File: src/core/lsd_pkg.sv
// constants and types of the network status indicator block
package lsd_pkg;

  // ----------------------------------------------------------------
  // timing
  // ----------------------------------------------------------------
  localparam int REF_CLK_HZ     = 25_000_000;
  localparam int BLINK_SLOW_HZ  = 10;
  localparam int BLINK_FAST_HZ  = 20;
  localparam int SLOW_HALF_REFS = REF_CLK_HZ / (2 * BLINK_SLOW_HZ);
  localparam int FAST_HALF_REFS = REF_CLK_HZ / (2 * BLINK_FAST_HZ);
  localparam int HALF_CNT_W     = 21;

  // ----------------------------------------------------------------
  // register map
  // ----------------------------------------------------------------
  localparam logic [3:0]  CTRL_OFS      = 4'h0;
  localparam logic [3:0]  STAT_OFS      = 4'h4;
  localparam int          CTRL_MODE_BIT = 0;
  localparam logic [31:0] CTRL_RST      = 32'h0000_0000;
  localparam int          STAT_LA_BIT   = 0;
  localparam int          STAT_SPD_BIT  = 1;
  localparam int          STAT_DC_BIT   = 2;
  localparam int          STAT_AUX_BIT  = 3;
  localparam int          STAT_MAIN_BIT = 4;
  localparam int          STAT_MODE_BIT = 5;
  localparam int          STAT_LINK_BIT = 6;

  // ----------------------------------------------------------------
  // types
  // ----------------------------------------------------------------
  typedef enum logic {
    INDICATOR_MODE_ONE,
    INDICATOR_MODE_TWO
  } lsd_mode_t;

endpackage

File: src/core/lsd_blink.sv
// square wave divider counting reference clock ticks
`timescale 1ns/1ps
module lsd_blink #(
  parameter int HALF = 2
) (
  input  wire logic core_clk,
  input  wire logic rst,
  input  wire logic tick,
  output logic      phase_q,
  output logic      wrap
);

  // ----------------------------------------------------------------
  // half period counter
  // ----------------------------------------------------------------
  localparam logic [lsd_pkg::HALF_CNT_W-1:0] LAST =
    lsd_pkg::HALF_CNT_W'(HALF - 1);

  logic [lsd_pkg::HALF_CNT_W-1:0] cnt_q;
  logic [lsd_pkg::HALF_CNT_W-1:0] cnt_d;
  logic                           half_end;
  logic                           phase_d;

  assign half_end = tick && (cnt_q == LAST);
  assign cnt_d    = half_end ? '0 : (tick ? cnt_q + 1'b1 : cnt_q);
  assign phase_d  = half_end ? ~phase_q : phase_q;
  assign wrap     = half_end && phase_q;

  always_ff @(posedge core_clk or posedge rst) begin
    if (rst) begin
      cnt_q   <= '0;
      phase_q <= 1'b0;
    end else begin
      cnt_q   <= cnt_d;
      phase_q <= phase_d;
    end
  end

endmodule

File: src/core/lsd_top.sv
// network status indicator driver with avalon register slave
`timescale 1ns/1ps
module lsd_top #(
  parameter int SLOW_HALF = lsd_pkg::SLOW_HALF_REFS,
  parameter int FAST_HALF = lsd_pkg::FAST_HALF_REFS
) (
  input  wire logic        core_clk,
  input  wire logic        rst,
  input  wire logic [3:0]  avs_address,
  input  wire logic        avs_read,
  input  wire logic        avs_write,
  input  wire logic [31:0] avs_writedata,
  input  wire logic [3:0]  avs_byteenable,
  output logic [31:0]      avs_readdata,
  output logic             avs_waitrequest,
  input  wire logic        ref_clock_in,
  output logic             ref_clock_out,
  input  wire logic        link_good,
  input  wire logic        rx_active,
  input  wire logic        tx_active,
  input  wire logic        speed_100,
  input  wire logic        full_duplex,
  input  wire logic        collision,
  input  wire logic        rom_addr16_in,
  input  wire logic        aux_power_detect,
  input  wire logic        main_power_detect,
  output logic             link_activity_indicator,
  output logic             speed_indicator,
  output logic             duplex_collision_indicator,
  output logic             rom_addr16_pin,
  output logic             aux_power_ok,
  output logic             main_power_ok
);

  // ----------------------------------------------------------------
  // bus slave decode
  // ----------------------------------------------------------------
  logic              ack_q;
  logic              req;
  logic              wr_commit;
  logic              hit_ctrl;
  logic              hit_stat;
  logic [31:0]       stat_word;
  logic [31:0]       rd_mux;
  logic [31:0]       rdata_q;
  lsd_pkg::lsd_mode_t mode_q;
  lsd_pkg::lsd_mode_t mode_d;

  assign req             = avs_read || avs_write;
  assign avs_waitrequest = req && !ack_q;
  assign wr_commit       = avs_write && ack_q;
  assign hit_ctrl        = (avs_address == lsd_pkg::CTRL_OFS);
  assign hit_stat        = (avs_address == lsd_pkg::STAT_OFS);
  assign avs_readdata    = rdata_q;

  assign rd_mux = hit_ctrl ? {31'h0000_0000, mode_q} :
                  hit_stat ? stat_word : 32'h0000_0000;

  // mode changes only on a committed write to the control word
  assign mode_d = (wr_commit && hit_ctrl && avs_byteenable[0]) ?
                  lsd_pkg::lsd_mode_t'(
                    avs_writedata[lsd_pkg::CTRL_MODE_BIT]) :
                  mode_q;

  always_ff @(posedge core_clk or posedge rst) begin
    if (rst) begin
      ack_q   <= 1'b0;
      rdata_q <= 32'h0000_0000;
      mode_q  <= lsd_pkg::lsd_mode_t'(
                   lsd_pkg::CTRL_RST[lsd_pkg::CTRL_MODE_BIT]);
    end else begin
      ack_q  <= req && !ack_q;
      mode_q <= mode_d;
      if (avs_read && !ack_q) begin
        rdata_q <= rd_mux;
      end
    end
  end

  // ----------------------------------------------------------------
  // reference clock ticks and blink dividers
  // ----------------------------------------------------------------
  localparam int HALVES [2] = '{SLOW_HALF, FAST_HALF};

  logic       ref_prev_q;
  logic       ref_out_q;
  logic       ref_tick;
  logic [1:0] phase;
  logic [1:0] wrap;

  assign ref_tick      = ref_clock_in && !ref_prev_q;
  assign ref_clock_out = ref_out_q;

  always_ff @(posedge core_clk or posedge rst) begin
    if (rst) begin
      ref_prev_q <= 1'b0;
      ref_out_q  <= 1'b0;
    end else begin
      ref_prev_q <= ref_clock_in;
      ref_out_q  <= !ref_clock_in;
    end
  end

  // index 0 gives 10 Hz, index 1 gives 20 Hz
  for (genvar g = 0; g < 2; g++) begin : g_rate
    lsd_blink #(
      .HALF (HALVES[g])
    ) u_blink (
      .core_clk (core_clk),
      .rst      (rst),
      .tick     (ref_tick),
      .phase_q  (phase[g]),
      .wrap     (wrap[g])
    );
  end

  // ----------------------------------------------------------------
  // activity and collision stretch
  // ----------------------------------------------------------------
  logic act_seen_q;
  logic act_seen_d;
  logic col_seen_q;
  logic col_seen_d;
  logic activity;

  assign activity = rx_active || tx_active;
  // a new event in the clearing cycle keeps the flag set
  assign act_seen_d = activity || (act_seen_q && !wrap[0]);
  assign col_seen_d = (collision && !full_duplex) ||
                      (col_seen_q && !wrap[1]);

  always_ff @(posedge core_clk or posedge rst) begin
    if (rst) begin
      act_seen_q <= 1'b0;
      col_seen_q <= 1'b0;
    end else begin
      act_seen_q <= act_seen_d;
      col_seen_q <= col_seen_d;
    end
  end

  // ----------------------------------------------------------------
  // lamp selection
  // ----------------------------------------------------------------
  logic mode_two;
  logic la_one;
  logic la_two;
  logic dc_one;
  logic spd_d;
  logic la_d;
  logic dc_d;
  logic rom_d;

  assign mode_two = (mode_q == lsd_pkg::INDICATOR_MODE_TWO);
  assign la_one   = act_seen_q ? phase[0] : link_good;
  assign la_two   = act_seen_q && phase[0];
  assign dc_one   = full_duplex ? 1'b1 :
                    (col_seen_q && phase[1]);
  assign la_d     = mode_two ? la_two : la_one;
  assign spd_d    = mode_two ? (link_good && speed_100) :
                    speed_100;
  assign dc_d     = mode_two ? (link_good && !speed_100) :
                    dc_one;
  assign rom_d    = mode_two ? dc_one : rom_addr16_in;

  always_ff @(posedge core_clk or posedge rst) begin
    if (rst) begin
      link_activity_indicator    <= 1'b0;
      speed_indicator            <= 1'b0;
      duplex_collision_indicator <= 1'b0;
      rom_addr16_pin             <= 1'b0;
      aux_power_ok               <= 1'b0;
      main_power_ok              <= 1'b0;
    end else begin
      link_activity_indicator    <= la_d;
      speed_indicator            <= spd_d;
      duplex_collision_indicator <= dc_d;
      rom_addr16_pin             <= rom_d;
      aux_power_ok               <= aux_power_detect;
      main_power_ok              <= main_power_detect;
    end
  end

  // ----------------------------------------------------------------
  // status word
  // ----------------------------------------------------------------
  always_comb begin
    stat_word                         = 32'h0000_0000;
    stat_word[lsd_pkg::STAT_LA_BIT]   = link_activity_indicator;
    stat_word[lsd_pkg::STAT_SPD_BIT]  = speed_indicator;
    stat_word[lsd_pkg::STAT_DC_BIT]   = duplex_collision_indicator;
    stat_word[lsd_pkg::STAT_AUX_BIT]  = aux_power_ok;
    stat_word[lsd_pkg::STAT_MAIN_BIT] = main_power_ok;
    stat_word[lsd_pkg::STAT_MODE_BIT] = mode_two;
    stat_word[lsd_pkg::STAT_LINK_BIT] = link_good;
  end
endmodule

File: config.mk
export PLATFORM = sky130hd
export DESIGN_NAME = lsd_top
export DESIGN_NICKNAME = d
export VERILOG_FILES = /design/src/core/lsd_pkg.sv /design/src/core/lsd_blink.sv /design/src/core/lsd_top.sv
export SDC_FILE = /design/constraint.sdc
export NUM_CORES = 1
export LEC_CHECK = 0
export BUFFER_PORTS_ARGS = -buffer_cell sky130_fd_sc_hd__clkbuf_2
export CAP_MARGIN = 20
export CORE_MARGIN = 5
export CORE_UTILIZATION = 35
export CTS_CLUSTER_SIZE = 16
export DETAILED_ROUTE_END_ITERATION = 12
export SYNTH_ARGS = -nofsm -noshare
export SYNTH_HDL_FRONTEND = slang
export SYNTH_SLANG_ARGS = --single-unit
export TNS_END_PERCENT = 100
File: constraint.sdc
create_clock -name core_clk -period 1.98 [get_ports core_clk]
set_clock_uncertainty 0.1 [all_clocks]
set_input_delay 0.198 -clock core_clk [delete_from_list [all_inputs] [get_ports core_clk]]
set_output_delay 0.198 -clock core_clk [all_outputs]
set_load 0.02 [all_outputs]
==> Word-level counts from Yosys, hierarchy flattened <==
Index checks and enable logic that the tools add are counted.
{ "classes": {"addsub": 2, "n_eq_ne": 3, "muxes": 12, "bitwise_logic": 2, "reduce_logical": 31} }
{ "ops": {"columns": ["op", "count"], "rows": [
  ["$mux W21", 4],
  ["$add A21 B1 Y21 const B", 2],
  ["$eq A21 B20 Y1 const B", 1],
  ["$eq A21 B21 Y1 const B", 1],
  ["$logic_and A1 B1 Y1", 17],
  ["$mux W7", 2],
  ["$logic_not A1 Y1", 7],
  ["$mux W1", 6],
  ["$eq A4 B3 Y1 const B", 1],
  ["$logic_not A4 Y1", 1],
  ["$logic_or A1 B1 Y1", 4],
  ["$reduce_bool A2 Y1", 2],
  ["$not A1 Y1", 2]
]} }
{ "word_totals": {"register_bits": 88, "inputBits": 54, "output_inout_bits": 40, "wordCells": 67} }

==> Longest topological paths before layout <==
Gate-level depths: netlist (run 1).
{ "logic_depth": {"depth_word": 7, "mapped_depth": 6, "mapped_depth_nobuf": 5} }

==> Cells and area by module <==
From an unflattened synthesis (run 1), not the netlist that was laid out.
{ "unflattened": {"cells_unflattened": 294, "area_unflattened_um2": 3190.6} }
{ "modules_own_cells": {"columns": ["module", "instances", "cells_per_inst", "area_each_um2", "seq_area_each_um2"], "rows": [
  ["lsd_blink (g_rate[0].u_blink)", 1, 106, 1158.6, 550.5],
  ["lsd_blink (g_rate[1].u_blink)", 1, 105, 1126.1, 550.5],
  ["lsd_top", 1, 83, 905.9, 475.5]
]} }

==> Least setup slack after synthesis (run 1) <==
Ideal clock, no wire load.
{ "synth_timing": {"path_type": "register to register", "startpoint": "reg ref_prev_q", "endpoint": "reg g_rate[1].u_blink.cnt_q[15] in the netlist's numbering", "setup_ns": 0.077, "arrival_time_ns": 1.749, "t_required_ns": 1.803, "setup_slack_ns": 0.053, "stages_incl_launch_ff": 6, "path_buffers": 1, "period_less_slack_ns": 1.927, "cell_sequence": "dfrtp_1 nand3b_2 or3_1 buf_2 or4_1 a21oi_1"} }
{ "synth_between": {"elab_chain_cells": 4, "elab_cells_between_ends": 5, "cone_classes": "mux (1); reduce/logical (4)"} }
{ "synth_rtl": {"columns": ["element", "line_no", "text"], "rows": [
  ["from (decl)", "lsd_top.sv:85", "logic ref_prev_q;"],
  ["from (signal assigned)", "lsd_top.sv:99", "ref_prev_q <= ref_clock_in;"],
  ["$logic_not A1 Y1 (*)", "lsd_top.sv:91", "assign ref_tick = ref_clock_in && !ref_prev_q;"],
  ["$logic_and A1 B1 Y1 (*)", "lsd_top.sv:91", null],
  ["$logic_and A1 B1 Y1", "lsd_blink.sv:24", "assign half_end = tick && (cnt_q == LAST);"],
  ["$mux W21 or $reduce_bool A2 Y1 (tied branches)", null, null],
  ["to (signal assigned)", "lsd_blink.sv:34", "cnt_q <= cnt_d;"],
  ["to (decl)", "lsd_blink.sv:19", "logic [lsd_pkg::HALF_CNT_W-1:0] cnt_q;"]
]} }
Mark *: on every way between the ends. The rest lies on a longest branch, timed or not.
A chain may end at the register's enable or synchronous reset.

==> Final worst setup path (run 1) <==
{ "layout_timing": {"startpoint": "reg ref_prev_q", "endpoint": "reg g_rate[1].u_blink.cnt_q[19] in the netlist's numbering"} }
The elaborated chain is that of the path after synthesis.

==> results of run 1 <==
## Yosys cell counts, types with 7 or more instances
library cell	number	area, sq um
nand3_1	12	60.1
xor2_1	18	158
dfrtp_1	63	1580
a21oi_1	7	35.0
buf_4	25	188
nand4_1	12	75.1
nor3_1	10	50.1
nor2_1	25	93.8
xnor2_1	15	131
o21ai_0	7	35.0
inv_1	10	37.5
nand2_1	26	97.6
## critical path, stage by stage (launching register included)
cell,delay (ns)
dfrtp_1,0.42
nand3b_2,0.23
or3_4,0.43
or4_1,0.52
a21oi_1,0.17
## cells by family after synthesis
kind of cell / Yosys count
AO/OA/AOI/OAI: 32
XOR/XNOR: 33
adder cells (fa/ha/maj): 2
buffers and inverters: 43
flip-flops: 63
multiplexers: 3
other: 1
AND/OR/NAND/NOR: 126
## how the worst min path moves through the flow
| stage | start | endpoint | slack [ns] | depth (start not counted) |
|---|---|---|---|---|
| global route | link_good | avs_readdata[6]$_DFFE_PP0P_ | 0.03 | 2 |
| finish | link_good | avs_readdata[6]$_DFFE_PP0P_ | 0.02 | 2 |
| detailed placement | rst | g_rate[0].u_blink.cnt_q[13]$_DFFE_PP0P_ | 0.12 | 2 |
| CTS | avs_write | ack_q$_DFF_PP0_ | 0.008 | 3 |
| floorplan | aux_power_detect | aux_power_ok$_DFF_PP0_ | 0.13 | 0 |
| global placement | rst | g_rate[0].u_blink.cnt_q[13]$_DFFE_PP0P_ | 0.11 | 2 |
## power by group
group	switching [uW]	total, uW	internal [uW]
sequential	113	1510	1400
clock	513	1220	710
combinational	225	401	177
total	850	3130	2280
## layout make-up
cell class | instances | area share (%)
well taps | 108 | 3.57
flip-flops and latches | 63 | 41.7
clock buffers | 9 | 3.27
multi-input cells | 221 | 36.1
inverters | 10 | 0.992
repair buffers | 67 | 11.9
clock inverters | 7 | 2.55
## state kept, by name, indices dropped and copies added, names as in the netlist
name and cells:
ref_prev_q 1, duplex_collision_indicator 1, g_rate.u_blink.phase_q 2, aux_power_ok 1
act_seen_q 1, g_rate.u_blink.cnt_q 42, avs_readdata 7, rom_addr16_pin 1
main_power_ok 1, mode_q 1, col_seen_q 1, ref_clock_out 1
ack_q 1, link_activity_indicator 1, speed_indicator 1
## metrics by stage
stage / instance area, sq um / total power [uW] / utilization [%] / setup WS [ns]
CTS: 3740 / 3150 / 43.1 / 0.00473
floorplan: 3180 / 1800 / - / 0.0533
global placement: 3440 / 1890 / 39.6 / 0.0514
finish: 3780 / 3130 / 43.6 / 0.0435
global route: 3780 / 3300 / 43.6 / -0.000536
detailed placement: 3440 / 1900 / 39.6 / 0.0166
## repair_timing
| action | CTS | global route |
|---|---|---|
| setup buffers | 0 | 3 |
| resized for setup | 0 | 6 |
| hold buffers | 8 | 0 |
| endpoints found under the hold margin | 27 | 0 |
| endpoints found under the setup margin | 0 | 5 |
## metal layers
layer / track usage, % / part of all wire (%)
met5: 0 / 0
met4: 5.92 / 1.0
met3: 2.55 / 6.1
met2: 17.8 / 45
met1: 15.6 / 48
==> metrics.cfg, run 1 <==
[worst_setup_path]
crit_fanout = 6
reg2reg_slack_ns = 0.04
critical_path.startpoint = ref_prev_q$_DFF_PP0_
r2r_end = g_rate[1].u_blink.cnt_q[19]$_DFFE_PP0P_
start_kind = flip-flop
cp.arrival_ns = 2.09
worst_setup_path_end_kind = flip-flop
rr_startpoint = ref_prev_q$_DFF_PP0_
worstPathRequired_ns = 2.14
crit_end = g_rate[1].u_blink.cnt_q[19]$_DFFE_PP0P_
critPathKind = flip-flop to flip-flop
reg2reg_depth = 4

[yosys]
synthXorXnorAreaFrac_pct = 9.36
async_flop_share_pct = 100
muxShareOfSynthArea_pct = 1.01
synth_area_sq_um = 3090
ys.flop_type = dfrtp_1
synth_seq_cells = 63
synth_top_family_by_area = simple AND/OR/NAND/NOR gates
synth_edf_count = 0
synth_compound_area_share_pct = 6.89
syn_area_per_cell_sq_um = 10.2
synthSimpleGateAreaFrac_pct = 22.3
synthDistinctLibCells = 42
yosysSeqAreaShare_pct = 51.0
synth_adder_area_share_pct = 0.810
netlist_instances = 303
synth_warnings = 0

[layout]
most-common-layout-cells = dfrtp_1 (63), clkbuf_2 (34), nand2_1 (26)
fin_cells = 485
final_common_cell = dfrtp_1
seq_area_sq_um = 1580
drive_gt1_share_pct = 22.8
num-nets-final = 428
num_antenna_cells = 0
fillers = 832
area_delta_synth_final_pct = 22.5
multi_input_area_sq_um = 1370

[power_and_ir_drop]
leakage_uw = 0.00177
ir_drop_mv = 0.309
power_density_nw_per_um2 = 827

[global_routing]
grt_pass1_vias = 2273
grt_max_degree = 44
antenna_found_initial = 0
grt_usage_pct = 11.7
grt_pass1_wl_microns = 10700
globalRouteOverflowTotal = 0

[sta]
whs_ns = 0.0234
fmax_mhz = 516
report.final.hold_viol_count = 0
tns_ns = 0
setup_viol = 0
drv_slew = 0
fin_crit_ns = 1.94
finalCritPeriodShare_pct = 97.8

[clock_tree]
clock_latency_ns = 0.33
ctsLongestPathBuffers = 2
cts.htree.levels = 3
cts_tree = built
ctsRootBufferMaster = clkbuf_8
clk_pin_slew_worst_paths_ns = 0.07
cts_made_buffers = 9
cts_sinks = 63

[route]
via_count = 2352
wire_per_inst_microns = 12.6
drtAntennaViolNets = 0
drc = 0
dr.pass1.iters = 4
vias_per_cell = 4.85
drt-total-wl_microns = 6120
drt_iter0_markers = 150

[job]
drv_cap = 0

[place]
routabilityCongestion = 0.790
dp_hpwl_microns = 4500
dp_cells = 458
port_buffers = 34

[floorplan]
die_x_microns = 104
ios = 94
rows = 34
fp.coreArea_sq_um = 8680
start_util_pct = 35.6
die_h_microns = 104
die_area_sq_um = 10800

[hold_path]
hold_class = input port to flip-flop

[run_status]
status = complete, no violations

(Power assumes the default switching activity.)
==> inputs of run 2 (changes only) <==
==> constraint.sdc (replaced) <==
create_clock -name core_clk -period 1.6 [get_ports core_clk]
set_clock_uncertainty 0.1 [all_clocks]
set_input_delay 0.16 -clock core_clk [delete_from_list [all_inputs] [get_ports core_clk]]
set_output_delay 0.16 -clock core_clk [all_outputs]
set_load 0.02 [all_outputs]
==> metrics.cfg, run 2 (synthesis gave the netlist of run 1 again) <==
[hold_path]
min-delay-start = collision  ; was link_good
hold_class = input port to flip-flop  ; unchanged

[worst_setup_path]
path_cells = ha_2 > nand4b_1 > or3_4 > or4_4 > a21oi_2  ; was nand3b_2 > or3_4 > or4_1 > a21oi_1
crit_fanout = 2  ; was 6
worstPathRequired_ns = 1.77  ; was 2.14 ns
cp_slowest_stage_delay_ns = 0.51  ; was 0.52 ns
critPathTopFamily = simple AND/OR/NAND/NOR gates  ; unchanged
cp.arrival_ns = 2.01  ; was 2.09 ns
worst_setup_path_end_kind = flip-flop  ; unchanged
critPathKind = flip-flop to flip-flop  ; unchanged
start_kind = flip-flop  ; unchanged
critical_path.startpoint = g_rate[0].u_blink.cnt_q[0]$_DFFE_PP0P_  ; was ref_prev_q$_DFF_PP0_
crit_buf_inv = 0  ; unchanged
slowest_stage = or4_4  ; was or4_1
rr_startpoint = g_rate[0].u_blink.cnt_q[0]$_DFFE_PP0P_  ; was ref_prev_q$_DFF_PP0_

[layout]
final_common_cell = buf_4  ; was dfrtp_1
most-common-layout-cells = buf_4 (63), dfrtp_1 (62), clkbuf_2 (34)  ; was dfrtp_1 (63), clkbuf_2 (34), nand2_1 (26)
fin_cells = 545  ; was 485
num-nets-final = 488  ; was 428
top_register = g_rate.u_blink.cnt_q  ; unchanged
num_antenna_cells = 0  ; unchanged
largest_reg_flops = 42  ; unchanged
final_cell_area_sq_um = 4680  ; was 3780 sq um
area_delta_synth_final_pct = 51.4  ; was 22.5%
drive_gt1_share_pct = 45.1  ; was 22.8%

[floorplan]
ios = 94  ; unchanged
rows = 34  ; unchanged
die_area_sq_um = 10800  ; unchanged
start_util_pct = 35.6  ; unchanged
fp.coreArea_sq_um = 8680  ; unchanged
die_h_microns = 104  ; unchanged
die_x_microns = 104  ; unchanged

[route]
drc = 0  ; unchanged
via_count = 2619  ; was 2,352
drt_iter0_markers = 91  ; was 150
drt-total-wl_microns = 7380  ; was 6120 microns
drtAntennaViolNets = 0  ; unchanged
wire_per_inst_microns = 13.5  ; was 12.6 microns
vias_per_cell = 4.81  ; was 4.85
dr.pass1.iters = 4  ; unchanged

[global_routing]
grt_pass1_vias = 2590  ; was 2,273
antenna_found_initial = 0  ; unchanged
grt_usage_pct = 13.5  ; was 11.7%
grt_pass1_wl_microns = 12300  ; was 10,700 microns
globalRouteOverflowTotal = 0  ; unchanged
grt_max_degree = 64  ; was 44

[clock_tree]
clk_pin_slew_worst_paths_ns = 0.08  ; was 0.07 ns
cts_sinks = 63  ; unchanged
clock_latency_ns = 0.34  ; was 0.33 ns
cts.htree.levels = 3  ; unchanged
cts_made_buffers = 9  ; unchanged
ctsLongestPathBuffers = 2  ; unchanged
cts_tree = built  ; unchanged
ctsRootBufferMaster = clkbuf_8  ; unchanged

[place]
dp_cells = 499  ; was 458
port_buffers = 34  ; unchanged
dp_hpwl_microns = 4820  ; was 4500 microns
placed_area_sq_um = 3810  ; was 3440 sq um
routabilityCongestion = 0.844  ; was 0.790

[sta]
grt_setup_unrepaired = true
fin_crit_ns = 1.84  ; was 1.94 ns
whs_ns = -0.00402  ; was 0.0234 ns
drv_slew = 0  ; unchanged
setup_ws_ns = -0.240  ; was 0.0435 ns
finalCritPeriodShare_pct = 115  ; was 97.8%
setup_viol = 30  ; was 0
fmax_mhz = 543  ; was 516 MHz
report.final.hold_viol_count = 1  ; was 0

[power_and_ir_drop]
leakage_uw = 0.00226  ; was 0.00177 uW
power_density_nw_per_um2 = 876  ; was 827 nW/um^2
ir_drop_mv = 0.406  ; was 0.309 mV

[run_status]
status = finished, violations left  ; was complete, no violations
violations = negative hold slack, negative setup slack

[job]
drv_cap = 0  ; unchanged

## run 2: cell count changes in the layout (fill, tap and decap cells not counted), moves of 5 or more
cell and change:
nor3_4 +7, nor3_1 -7, nor2_4 +8, buf_6 +18, o21ai_0 -5, buf_4 +39
nor2_1 -12
## run 2: final timing paths
kind | to | slack (ns) | cells past startpoint
worst max-delay path | g_rate[0].u_blink.cnt_q[20]$_DFFE_PP0P_ | -0.24 | 5
worst min-delay path | col_seen_q$_DFF_PP0_ | -0.004 | 3
worst max register to register | g_rate[0].u_blink.cnt_q[20]$_DFFE_PP0P_ | -0.24 | 5
worst min register to register | link_activity_indicator$_DFF_PP0_ | 0.38 | 1
max in group asynchronous | g_rate[1].u_blink.cnt_q[12]$_DFFE_PP0P_ | 0.74 | 4
min in group asynchronous | g_rate[1].u_blink.cnt_q[18]$_DFFE_PP0P_ | 0.33 | 4
## run 2: layout make-up
cell class              instances  area, sq um
well taps                     108          135
clock inverters                 6         70.1
multi-input cells             221         1730
fillers                       730         4000
repair buffers                127          981
inverters                      10         41.3
flip-flops and latches         63         1580
clock buffers                  10          138
## run 2: timing repair
action / 4_1_cts / 5_1_grt
setup endpoints to repair: 25 / 39
endpoints found under the hold margin: 73 / 0
gates resized for setup: 44 / 54
hold buffers: 10 / 0
pin swaps: 21 / 32
gates cloned: 1 / 0
buffers inserted: 13 / 8
## run 2: where the power goes
part           internal [uW]  total (uW)  switching [uW]
sequential              1730        1830             108
clock                    766        1420             651
combinational            426         847             421
## run 2: layer usage
| layer | routed length (microns) | global-route usage (%) | vias to the layer above |
|---|---|---|---|
| li1 | - | - | 1276 |
| met1 | 3280 | 17.6 | 1278 |
| met2 | 3630 | 21.9 | 54 |
| met3 | 332 | 2.42 | 11 |
| met4 | 139 | 6.01 | 0 |
| met5 | 0 | 0 | - |
## run 2: worst register-to-register path, stage by stage (launching register included)
cell and delay [ns]:
dfrtp_1 0.36, ha_2 0.19, nand4b_1 0.13, or3_4 0.36
or4_4 0.51, a21oi_2 0.12
## run 2: through the flow
| step | setup TNS, ns | utilization [%] | setup WS, ns | total power, uW | hold WS [ns] |
|---|---|---|---|---|---|
| CTS | -1.75 | 50.6 | -0.207 | 4050 | 0.00918 |
| floorplan | -0.894 | - | -0.249 | 2250 | 0.0914 |
| detailed placement | -2.98 | 43.9 | -0.241 | 2490 | 0.170 |
| global placement | -2.20 | 43.9 | -0.219 | 2470 | 0.170 |
| finish | -2.96 | 53.9 | -0.240 | 4100 | -0.00402 |
| global route | -4.96 | 53.9 | -0.289 | 4300 | 0.0239 |
==> inputs of run 3 (changes only) <==
--- a/config.mk
+++ b/config.mk
@@ -7,10 +7,14 @@
 export LEC_CHECK = 0
 export BUFFER_PORTS_ARGS = -buffer_cell sky130_fd_sc_hd__clkbuf_2
 export CAP_MARGIN = 20
+export CELL_PAD_IN_SITES_DETAIL_PLACEMENT = 0
+export CELL_PAD_IN_SITES_GLOBAL_PLACEMENT = 2
 export CORE_MARGIN = 5
-export CORE_UTILIZATION = 35
+export CORE_UTILIZATION = 28
 export CTS_CLUSTER_SIZE = 16
 export DETAILED_ROUTE_END_ITERATION = 12
+export PLACE_DENSITY_LB_ADDON = 0.1
+export REMOVE_ABC_BUFFERS = 1
 export SYNTH_ARGS = -nofsm -noshare
 export SYNTH_HDL_FRONTEND = slang
 export SYNTH_SLANG_ARGS = --single-unit
==> metrics.cfg, run 3 (synthesis gave the netlist of run 1 again) <==
[clock_tree]
cts_made_buffers = 9  ; unchanged
cts.htree.levels = 3  ; unchanged
ctsRootBufferMaster = clkbuf_8  ; unchanged
ctsLongestPathBuffers = 2  ; unchanged
clock_latency_ns = 0.36  ; was 0.34 ns
cts_sinks = 63  ; unchanged
clk_pin_slew_worst_paths_ns = 0.07  ; was 0.08 ns
cts_tree = built  ; unchanged

[sta]
drv_slew = 0  ; unchanged
tns_ns = -2.80  ; was -2.96 ns
fin_crit_ns = 1.84  ; about the same
finalCritPeriodShare_pct = 115  ; about the same
setup_ws_ns = -0.237  ; was -0.240 ns
fmax_mhz = 545  ; was 543 MHz
setup_viol = 26  ; was 30
grt_setup_unrepaired = true  ; unchanged
report.final.hold_viol_count = 0  ; was 1

[floorplan]
fp.coreArea_sq_um = 10800  ; was 8680 sq um
die_area_sq_um = 13200  ; was 10,800 sq um
start_util_pct = 28.5  ; was 35.6%
die_x_microns = 115  ; was 104 microns
ios = 94  ; unchanged
rows = 38  ; was 34
die_h_microns = 115  ; was 104 microns

[worst_setup_path]
rr_startpoint = g_rate[0].u_blink.cnt_q[0]$_DFFE_PP0P_  ; unchanged
cp.arrival_ns = 2.02  ; was 2.01 ns
start_kind = flip-flop  ; unchanged
cp_slowest_stage_delay_ns = 0.51  ; about the same
critical_path.startpoint = g_rate[0].u_blink.cnt_q[0]$_DFFE_PP0P_  ; unchanged
worst_setup_path_end_kind = flip-flop  ; unchanged
r2r_end = g_rate[0].u_blink.cnt_q[20]$_DFFE_PP0P_  ; unchanged
reg2reg_depth = 5  ; unchanged
critPathKind = flip-flop to flip-flop  ; unchanged
crit_fanout = 3  ; was 2
reg2reg_slack_ns = -0.24  ; about the same
worstPathRequired_ns = 1.79  ; was 1.77 ns
slowest_stage = or4_1  ; was or4_4
path_cells = ha_2 > nand4b_1 > or3_4 > or4_1 > a21oi_1  ; was ha_2 > nand4b_1 > or3_4 > or4_4 > a21oi_2

[global_routing]
grt_usage_pct = 13.2  ; was 13.5%
grt_max_degree = 26  ; was 64
antenna_found_initial = 0  ; unchanged
grt_pass1_vias = 2644  ; was 2,590
gr-usage-met3_pct = 5.26  ; was 2.42%
grt_busiest_layer = met2  ; unchanged
met2_usage_pct = 20.1  ; was 21.9%
grt_pass1_wl_microns = 13400  ; was 12,300 microns
gr-usage-met1_pct = 17.1  ; was 17.6%
globalRouteOverflowTotal = 0  ; unchanged

[power_and_ir_drop]
ir_drop_mv = 0.533  ; was 0.406 mV
finalPower_uw = 4110  ; was 4100 uW
leakage_uw = 0.00223  ; was 0.00226 uW
power_density_nw_per_um2 = 870  ; was 876 nW/um^2

[layout]
most-common-layout-cells = buf_4 (64), dfrtp_1 (58), clkbuf_2 (34)  ; was buf_4 (63), dfrtp_1 (62), clkbuf_2 (34)
top_register = g_rate.u_blink.cnt_q  ; unchanged
final_common_cell = buf_4  ; unchanged
drive_gt1_share_pct = 42.9  ; was 45.1%
num_antenna_cells = 0  ; unchanged
num-nets-final = 496  ; was 488
area_delta_synth_final_pct = 52.7  ; was 51.4%
fin_cells = 585  ; was 545
largest_reg_flops = 42  ; unchanged

[route]
via_count = 2602  ; was 2,619
drtAntennaViolNets = 0  ; unchanged
wire_per_inst_microns = 13.6  ; was 13.5 microns
dr.pass1.iters = 4  ; unchanged
drc = 0  ; unchanged
drt_iter0_markers = 82  ; was 91
vias_per_cell = 4.45  ; was 4.81
drt-total-wl_microns = 7940  ; was 7380 microns

[run_status]
violations = negative setup slack  ; was negative hold slack, negative setup slack
status = finished, violations left  ; unchanged

[hold_path]
hold_depth = 3  ; unchanged
hold_class = input port to flip-flop  ; unchanged
min_delay_worst_endpoint = avs_readdata[0]$_DFFE_PP0P_  ; was col_seen_q$_DFF_PP0_
min-delay-start = avs_address[3]  ; was collision

[place]
port_buffers = 34  ; unchanged
dp_hpwl_microns = 5600  ; was 4820 microns
routabilityCongestion = 0.723  ; was 0.844
dp_cells = 534  ; was 499

[job]
drv_cap = 0  ; unchanged

-- run 3: cell types whose count changed in the layout (fill, tap and decap cells not counted), sizes merged --
cell         before  now
clkinvlp          4    0
clkbuf           44   47
buf              83   85
dlygate4sd3      10   16
inv               9   10
-- run 3: per-layer routing --
layer,vias to the layer above,share of wire [%]
li1,1292,-
met1,1242,46
met2,59,47
met3,9,5.7
met4,0,1.3
met5,-,0
-- run 3: worst max-delay path: cells and delay by family, from the launching register on --
kind	cells	cell delay, ns
AO/OA/AOI/OAI	1	0.13
AND/OR/NAND/NOR	3	0.99
flip-flops	1	0.36
adder cells (fa/ha/maj)	1	0.19
-- run 3: what timing repair did --
item,in CTS,in global routing
resized for setup,57,36
hold buffers,16,0
pin swaps,31,22
hold endpoints to repair,26,0
setup endpoints to repair,30,38
cloned,1,0
setup buffers,7,12
-- run 3: worst max path at each step --
stage,to,slack (ns),cells after the start
floorplan,g_rate[0].u_blink.cnt_q[1]$_DFFE_PP0P_,-0.45,4
global placement,g_rate[1].u_blink.cnt_q[15]$_DFFE_PP0P_,-0.26,4
detailed placement,g_rate[1].u_blink.cnt_q[15]$_DFFE_PP0P_,-0.35,4
CTS,g_rate[0].u_blink.cnt_q[20]$_DFFE_PP0P_,-0.24,5
global route,g_rate[0].u_blink.cnt_q[20]$_DFFE_PP0P_,-0.32,5
finish,g_rate[0].u_blink.cnt_q[20]$_DFFE_PP0P_,-0.24,5
-- run 3: layout make-up --
class	count	area, sq um
Fill cell	1106	6120
Multi-Input combinational cell	221	1640
Sequential cell	63	1580
Timing Repair Buffer	135	1070
Tap cell	140	175
Clock buffer	13	169
Clock inverter	3	40.0
Inverter	10	37.5
-- run 3: through the flow --
| stage | util, % | setup slack, ns | instance area, sq um | hold slack [ns] |
|---|---|---|---|---|
| after floorplan | - | -0.455 | 2960 | 0.0914 |
| after global placement | 35.4 | -0.263 | 3830 | 0.0620 |
| after detailed placement | 35.4 | -0.348 | 3830 | 0.0609 |
| after CTS | 41.4 | -0.241 | 4490 | 0.0120 |
| after global routing | 43.5 | -0.319 | 4720 | 0.0152 |
| final | 43.5 | -0.237 | 4720 | 0.0315 |
-- run 3: where the power goes --
group          switching (uW)  internal, uW  leakage (uW)  total [uW]
clock network             646           843      0.000109        1490
logic                     383           392       0.00132         775
registers                 116          1730      0.000801        1840
